## config.mk

```make
export PLATFORM = sky130hd
export DESIGN_NAME = protection_pickup_trip_timer
export DESIGN_NICKNAME = d
export VERILOG_FILES = /design/src/prot_pkg.sv /design/src/protection_pickup_trip_timer.sv
export VERILOG_INCLUDE_DIRS = /design/src /design/src/src
export SDC_FILE = /design/constraint.sdc
export NUM_CORES = 2
export LEC_CHECK = 0
export BUFFER_PORTS_ARGS = -buffer_cell sky130_fd_sc_hd__clkbuf_2
export CORE_MARGIN = 1
export CORE_UTILIZATION = 40
export CTS_BUF_LIST = sky130_fd_sc_hd__clkbuf_4
export CTS_CLUSTER_SIZE = 30
export DETAILED_ROUTE_END_ITERATION = 8
export HOLD_SLACK_MARGIN = 0.15
export SETUP_SLACK_MARGIN = 0.05
export SYNTH_ARGS = -nofsm -noshare
export SYNTH_HDL_FRONTEND = slang
export SYNTH_SLANG_ARGS = --single-unit
```

## constraint.sdc

```tcl
create_clock -name clock -period 23.4 [get_ports clock]
set_input_delay 1.17 -clock clock [delete_from_list [all_inputs] [get_ports clock]]
set_output_delay 1.17 -clock clock [all_outputs]
set_load 0.01 [all_outputs]
```

## src/prot_params.svh

```systemverilog
`ifndef PROT_PARAMS_SVH
`define PROT_PARAMS_SVH

// Register word indices on the plain register port
`define REG_CTRL 4'h0
`define REG_PICKUP 4'h1
`define REG_DELAY 4'h2
`define REG_IEC_K 4'h3
`define REG_IEEE_K 4'h4
`define REG_STATUS 4'h5
`define REG_EVT_COUNT 4'h6
`define REG_EVT_MAG 4'h7

// Control register fields
`define CTRL_DELAY_TYPE 0
`define CTRL_SERIES 1
`define CTRL_TEST_MODE 2
`define CTRL_TEST_BLOCK 3
`define CTRL_UNDER 4

// Delay type and curve series codes
`define DELAY_DEFINITE 1'h0
`define DELAY_INVERSE 1'h1
`define SERIES_IEC 1'h0
`define SERIES_IEEE 1'h1

// Reset values
`define CTRL_RESET 5'h00
`define PICKUP_RESET 16'h0100
`define DELAY_RESET 19'h00008
`define IEC_K_RESET 16'h0064
`define IEEE_K_RESET 16'h0032

// Reset ratio in percent
`define RESET_RATIO_PCT 7'h61
`define PCT_FULL 7'h64

// Program cycle and delay step: 5 ms, clock 50 ns
`define CLOCK_PERIOD_NS 50
`define PROGRAM_CYCLE_NS 5000000
`define PROGRAM_CYCLE_CLOCKS (`PROGRAM_CYCLE_NS / `CLOCK_PERIOD_NS)

`endif

```

## src/prot_pkg.sv

```systemverilog
`default_nettype none

package prot_pkg;

  typedef enum logic [3:0] {
    ST_IDLE = 4'h1,
    ST_START = 4'h2,
    ST_BLOCKED = 4'h4,
    ST_TRIP = 4'h8
  } stage_state_t;

  typedef struct packed {
    logic under_mode;
    logic test_block;
    logic test_mode;
    logic series;
    logic delay_type;
  } ctrl_t;

  typedef struct packed {
    logic [31:0] timestamp;
    logic [15:0] magnitude;
    logic [2:0] fault_type;
  } block_event_t;

  typedef struct packed {
    logic pickup;
    logic start;
    logic trip;
    logic blocked;
  } stage_flags_t;

endpackage : prot_pkg

`default_nettype wire

```

## src/protection_pickup_trip_timer.sv

```systemverilog
`include "prot_params.svh"
`default_nettype none

module protection_pickup_trip_timer #(
  parameter int CYCLE_CLOCKS = `PROGRAM_CYCLE_CLOCKS,
  parameter int MAG_W = 16,
  parameter int DELAY_W = 19
) (
  input wire logic clock,
  input wire logic rst,
  input wire logic [3:0] address,
  input wire logic [31:0] write_data,
  input wire logic write_strobe,
  input wire logic read_strobe,
  output logic [31:0] read_data,
  input wire logic [MAG_W-1:0] measured_magnitude,
  input wire logic [2:0] fault_type,
  input wire logic blocking_in,
  output logic start,
  output logic trip,
  output logic blocked,
  output logic pickup,
  output logic display_event,
  output logic block_event_valid,
  output prot_pkg::block_event_t block_event
);

  ////////////////////////////////////////////////////////////////////////////
  // Helpers

  // Level scaled by percent, floor of the product
  function automatic logic [MAG_W-1:0] scale_pct(
    input logic [MAG_W-1:0] level,
    input logic [6:0] pct
  );
    logic [MAG_W+6:0] prod;
    prod = level * pct;
    scale_pct = MAG_W'(prod / `PCT_FULL);
  endfunction : scale_pct

  ////////////////////////////////////////////////////////////////////////////
  // Settings

  prot_pkg::ctrl_t ctrl;
  logic [MAG_W-1:0] pickup_level;
  logic [DELAY_W-1:0] definite_delay;
  logic [MAG_W-1:0] iec_k;
  logic [MAG_W-1:0] ieee_k;
  logic [15:0] event_count;
  logic [MAG_W-1:0] event_mag;

  always_ff @(posedge clock)
  begin
    if (rst)
    begin
      ctrl <= prot_pkg::ctrl_t'(`CTRL_RESET);
      pickup_level <= MAG_W'(`PICKUP_RESET);
      definite_delay <= DELAY_W'(`DELAY_RESET);
      iec_k <= MAG_W'(`IEC_K_RESET);
      ieee_k <= MAG_W'(`IEEE_K_RESET);
    end
    else if (write_strobe)
    begin
      unique case (address)
        `REG_CTRL: ctrl <= prot_pkg::ctrl_t'(write_data[4:0]);
        `REG_PICKUP: pickup_level <= write_data[MAG_W-1:0];
        `REG_DELAY: definite_delay <= write_data[DELAY_W-1:0];
        `REG_IEC_K: iec_k <= write_data[MAG_W-1:0];
        `REG_IEEE_K: ieee_k <= write_data[MAG_W-1:0];
        default: ;
      endcase
    end
  end

  logic [31:0] next_read_data;

  always_comb
  begin
    next_read_data = 32'h0;
    unique case (address)
      `REG_CTRL: next_read_data = {27'h0, ctrl};
      `REG_PICKUP: next_read_data = 32'(pickup_level);
      `REG_DELAY: next_read_data = 32'(definite_delay);
      `REG_IEC_K: next_read_data = 32'(iec_k);
      `REG_IEEE_K: next_read_data = 32'(ieee_k);
      `REG_STATUS: next_read_data = {28'h0, pickup, start, trip, blocked};
      `REG_EVT_COUNT: next_read_data = {16'h0, event_count};
      `REG_EVT_MAG: next_read_data = 32'(event_mag);
      default: next_read_data = 32'h0;
    endcase
  end

  // Data stand only in the cycle after the read strobe
  always_ff @(posedge clock)
  begin
    if (rst)
      read_data <= 32'h0;
    else if (read_strobe)
      read_data <= next_read_data;
    else
      read_data <= 32'h0;
  end

  ////////////////////////////////////////////////////////////////////////////
  // Program cycle tick and timestamp

  logic [31:0] cycle_div;
  logic tick;
  logic [31:0] timestamp;

  always_ff @(posedge clock)
  begin
    if (rst)
    begin
      cycle_div <= 32'h0;
      tick <= 1'b0;
    end
    else if (cycle_div == 32'(CYCLE_CLOCKS - 1))
    begin
      cycle_div <= 32'h0;
      tick <= 1'b1;
    end
    else
    begin
      cycle_div <= cycle_div + 32'h1;
      tick <= 1'b0;
    end
  end

  always_ff @(posedge clock)
  begin
    if (rst)
      timestamp <= 32'h0;
    else if (tick)
      timestamp <= timestamp + 32'h1;
  end

  ////////////////////////////////////////////////////////////////////////////
  // Sampling at the start of each program cycle

  logic block_sample;
  logic [MAG_W-1:0] mag_sample;

  // A block landing later than one program cycle before expiry may miss
  always_ff @(posedge clock)
  begin
    if (rst)
    begin
      block_sample <= 1'b0;
      mag_sample <= '0;
    end
    else if (tick)
    begin
      block_sample <= blocking_in | (ctrl.test_mode & ctrl.test_block);
      mag_sample <= measured_magnitude;
    end
  end

  // Evaluated one clock after the tick, on settled samples
  logic eval;

  always_ff @(posedge clock)
  begin
    if (rst)
      eval <= 1'b0;
    else
      eval <= tick;
  end

  ////////////////////////////////////////////////////////////////////////////
  // Pick-up with hysteresis

  logic [MAG_W-1:0] release_over;
  logic [MAG_W:0] release_under;
  logic next_pickup;

  always_comb
  begin
    release_over = scale_pct(pickup_level, `RESET_RATIO_PCT);
    release_under = {1'b0, pickup_level} + {1'b0, pickup_level - release_over};
    next_pickup = pickup;
    if (!ctrl.under_mode)
    begin
      if (mag_sample > pickup_level)
        next_pickup = 1'b1;
      else if (mag_sample < release_over)
        next_pickup = 1'b0;
    end
    else
    begin
      if (mag_sample < pickup_level)
        next_pickup = 1'b1;
      else if ({1'b0, mag_sample} > release_under)
        next_pickup = 1'b0;
    end
  end

  always_ff @(posedge clock)
  begin
    if (rst)
      pickup <= 1'b0;
    else if (eval)
      pickup <= next_pickup;
  end

  ////////////////////////////////////////////////////////////////////////////
  // Operating timers

  prot_pkg::stage_state_t state;
  prot_pkg::stage_state_t next_state;
  logic [DELAY_W-1:0] op_timer;
  logic [47:0] inverse_acc;
  logic [31:0] inverse_limit;
  logic min_done;
  logic delay_done;
  logic instant;
  logic timing;

  assign timing = pickup & next_pickup & (state == prot_pkg::ST_START) & ~block_sample;
  assign instant = (definite_delay == '0) & (ctrl.delay_type == `DELAY_DEFINITE);

  // Series choice only steers the inverse limit
  always_comb
  begin
    inverse_limit = pickup_level * ((ctrl.series == `SERIES_IEEE) ? ieee_k : iec_k);
    min_done = (32'(op_timer) + 32'h1) >= 32'(definite_delay);
    if (ctrl.delay_type == `DELAY_DEFINITE)
      delay_done = min_done;
    else
      delay_done = min_done & ((inverse_acc + 48'(mag_sample)) >= 48'(inverse_limit));
  end

  always_ff @(posedge clock)
  begin
    if (rst)
    begin
      op_timer <= '0;
      inverse_acc <= 48'h0;
    end
    else if (eval)
    begin
      if (timing)
      begin
        if (op_timer != '1)
          op_timer <= op_timer + DELAY_W'(1);
        if (!inverse_acc[47])
          inverse_acc <= inverse_acc + 48'(mag_sample);
      end
      else if (state != prot_pkg::ST_TRIP)
      begin
        op_timer <= '0;
        inverse_acc <= 48'h0;
      end
    end
  end

  ////////////////////////////////////////////////////////////////////////////
  // Stage sequence

  logic raise_block;

  always_comb
  begin
    next_state = state;
    raise_block = 1'b0;
    unique case (state)
      prot_pkg::ST_IDLE:
      begin
        if (next_pickup && block_sample)
        begin
          next_state = prot_pkg::ST_BLOCKED;
          raise_block = 1'b1;
        end
        else if (next_pickup && instant)
          next_state = prot_pkg::ST_TRIP;
        else if (next_pickup)
          next_state = prot_pkg::ST_START;
      end
      prot_pkg::ST_START:
      begin
        if (block_sample)
        begin
          next_state = prot_pkg::ST_IDLE;
          raise_block = 1'b1;
        end
        else if (!next_pickup)
          next_state = prot_pkg::ST_IDLE;
        else if (delay_done)
          next_state = prot_pkg::ST_TRIP;
      end
      prot_pkg::ST_BLOCKED:
      begin
        if (!next_pickup)
          next_state = prot_pkg::ST_IDLE;
      end
      prot_pkg::ST_TRIP:
      begin
        if (!next_pickup)
          next_state = prot_pkg::ST_IDLE;
      end
      default: next_state = prot_pkg::ST_IDLE;
    endcase
  end

  always_ff @(posedge clock)
  begin
    if (rst)
      state <= prot_pkg::ST_IDLE;
    else if (eval)
      state <= next_state;
  end

  // Start stays up through trip; both drop with the pick-up
  always_ff @(posedge clock)
  begin
    if (rst)
    begin
      start <= 1'b0;
      trip <= 1'b0;
      blocked <= 1'b0;
    end
    else if (eval)
    begin
      start <= (next_state == prot_pkg::ST_START) | (next_state == prot_pkg::ST_TRIP);
      trip <= next_state == prot_pkg::ST_TRIP;
      blocked <= next_state == prot_pkg::ST_BLOCKED;
    end
  end

  ////////////////////////////////////////////////////////////////////////////
  // Blocking events

  always_ff @(posedge clock)
  begin
    if (rst)
    begin
      display_event <= 1'b0;
      block_event_valid <= 1'b0;
      block_event <= '0;
    end
    else
    begin
      display_event <= eval & raise_block;
      block_event_valid <= eval & raise_block;
      if (eval && raise_block)
        block_event <= '{timestamp: timestamp, magnitude: 16'(mag_sample),
          fault_type: fault_type};
    end
  end

  always_ff @(posedge clock)
  begin
    if (rst)
    begin
      event_count <= 16'h0;
      event_mag <= '0;
    end
    else if (eval && raise_block)
    begin
      event_count <= event_count + 16'h1;
      event_mag <= mag_sample;
    end
  end

endmodule : protection_pickup_trip_timer

`default_nettype wire

```

==> metrics <==
top sig layer=met5; synthesized area per cell=8.211 um2; RD Place Congestion=0.9264; vias in the first global route=26780; Final Setup Violations=0; initial antenna violation count=8; I/O pin total=149; Top delay family on crit path=compound AO/OA/AOI/OAI gates; Hold Slack=0.4706 ns; Die W=285.1 um; WL per Instance=18.23 um; Pins Over Slew Limit=0; post-synth cell types=130; synthesized area=32060 um2; Worst Setup End Kind=flip-flop; Remaining DRCs=0; H-tree levels=3; vias=28320; CP max-delay cell=a2111oi_0; Async SR Flop Fraction=0%; status=completed; maximum VDD drop=0.3295 mV; grt total ovfl=0; top_reg_cell synth=dfxtp_1; Clock Path Buffers=3; critical path arrival=22.60 ns; Critical Path Source Type=flip-flop; initial DRC count=2264; TritonRoute pass-1 iters=5; clk root buf=clkbuf_4; metal3 WL=6.709 mm; PwrDens=93.16 nW/um2; Final nets=4574; DRT Wirelength=93.04 mm; global-route usage over all layers=22.63%; Setup CP Type=flip-flop to flip-flop; Slew HR=13.21%; CP Buf/Inv Count=6; Post-CTS Setup Bufs=0; CTS tree=done; CTS buffer count=92; Post-synth EDFFs=0; Synth Instances=3905; overall power=3235 uW; data required time of the worst path=24.08 ns; Static Leakage=0.01571 uW; register area=6347 um2; Filler Cell Count=8032; clock slew at reported path FFs=0.07 ns; critical path's largest stage delay=0.65 ns; wire length on met2=39.84 mm; fin crit share=93.66%; Worst-Margin Slew=1.297 ns; Placed Area=33480 um2; chip height=285.1 um; maxcap violations=0; Clock Skew=0.07322 ns; final setup TNS=0 ns; largest net degree at the start of global routing=89; worst skew pair latency=0.91 ns; post-route insts no fill=5103; DIE AREA=81300 um2; design area=34720 um2; CTS sink cnt=317; Yosys Warn Count=0; initial core utilization=40.52%; # rows=103; core area=79130 um2; most common cell after layout, fill and taps aside=nand2_1; WL met1=44.15 mm; Final min period=21.92 ns; placed cells=4936; #FFs+latches synth=317; flop2flop setup slack=1.48 ns; sequential area share after synthesis=19.79%; vias per cell=5.550; most used cell, CP=a21oi_1; Multi-input gate area=23550 um2; RSZ-0062 raised after global routing=false; DRT antenna net count=0; share of layout cells above drive strength 1=10.64%; crit path max fanout=26; Min-Delay Path Class=flip-flop to flip-flop; Final HPWL DP=70.04 mm; first-pass GRT wire length=147.5 mm; commonest cells after routing, fill and taps aside=nand2_1, inv_1, ha_1; Port Buffers=122; FMAX=45.63 MHz; area growth from synthesis to layout=8.276%; final hold violation count=0
## worst min-delay path: cells and delay by family, from the launching register on
family	cells	cell delay, ns
simple gates	1	0.05
flops	1	0.32
compound gates	1	0.05
## state kept, by name (all words and copies together) (netlist names), 4 cells and up
register / cells
inverse_acc: 48
block_event: 35
cycle_div: 32
timestamp: 32
definite_delay: 19
op_timer: 19
read_data: 19
event_count: 16
event_mag: 16
iec_k: 16
ieee_k: 16
mag_sample: 16
pickup_level: 16
ctrl: 5
state: 4
## area by class of cell
cell class,count,share of cell area [%]
Clock buffer,134,2.897
Inverter,361,3.903
Tap cell,1050,3.784
Timing Repair Buffer,164,2.692
Antenna cell,3,0.02162
Sequential cell,317,18.28
Multi-Input combinational cell,3045,67.82
Clock inverter,29,0.5982
## routing by layer
| layer | vias to the layer above | track usage [%] |
|---|---|---|
| met5 | - | 0 |
| met4 | 8 | 6.136 |
| met3 | 148 | 3.472 |
| met2 | 890 | 34.59 |
| met1 | 13580 | 32.87 |
| li1 | 13700 | - |
## Yosys cell counts (all sizes together), types with 28 or more instances
cell	instances	area, um2
o21ai	158	813.3
nor4	43	305.3
dfxtp	317	6346
a22oi	59	442.9
nand3	110	560.5
a211oi	28	252.7
a21oi	266	1388
nand4	43	269.0
ha	328	4104
nand2b	60	375.4
a21o	64	480.5
and3	40	250.2
or3	34	217.7
clkbuf	135	508.0
a31oi	43	296.5
mux2i	98	980.9
xor2	82	748.2
nor2b	35	219.0
and2	53	331.6
fa	205	4104
xnor2	116	1031
nand2	462	1737
inv	360	1351
nor2	320	1224
buf	60	397.9
nor3	63	346.6
## repair_timing
item | CTS | global route
setup endpoints to repair | 0 | 33
gates resized for setup | 0 | 1
hold buffers | 0 | 0
endpoints found under the hold margin | 0 | 0
## power by group
part,internal [uW],switching [uW]
Combinational,866,1270
Sequential,542,2.69
Clock,280,276
## final timing paths
kind,cells past startpoint,start,endpoint
worst min-delay path,2,ieee_k[8]$_SDFFE_PP0P_,ieee_k[8]$_SDFFE_PP0P_
worst max-delay path,81,pickup_level[3]$_SDFFE_PP0P_,block_event[22]$_SDFFE_PP0P_
worst max register to register,81,pickup_level[3]$_SDFFE_PP0P_,block_event[22]$_SDFFE_PP0P_
worst min register to register,2,ieee_k[8]$_SDFFE_PP0P_,ieee_k[8]$_SDFFE_PP0P_
## stage by stage
step / setup slack [ns] / utilization [%]
floorplan: 5.226 / -
global placement: 1.754 / 42.31
detailed placement: 1.674 / 42.31
CTS: 1.632 / 43.85
global route: 0.08391 / 43.87
finish: 1.483 / 43.88
## cells by family (layout without fill, tap and decap cells)
kind of cell,count (synthesis),after routing,synth area share [%]
xor gates and xnor gates,198,198,5.549
DFF,317,317,19.79
and+or+nand+nor,1325,1325,19.76
buffers and inverters,556,688,7.051
muxes,119,119,3.808
adders and majority gates,537,537,25.73
other,1,16,0.01170
AOI/OAI and AO/OA,852,853,18.30
(Power assumes the default switching activity.)
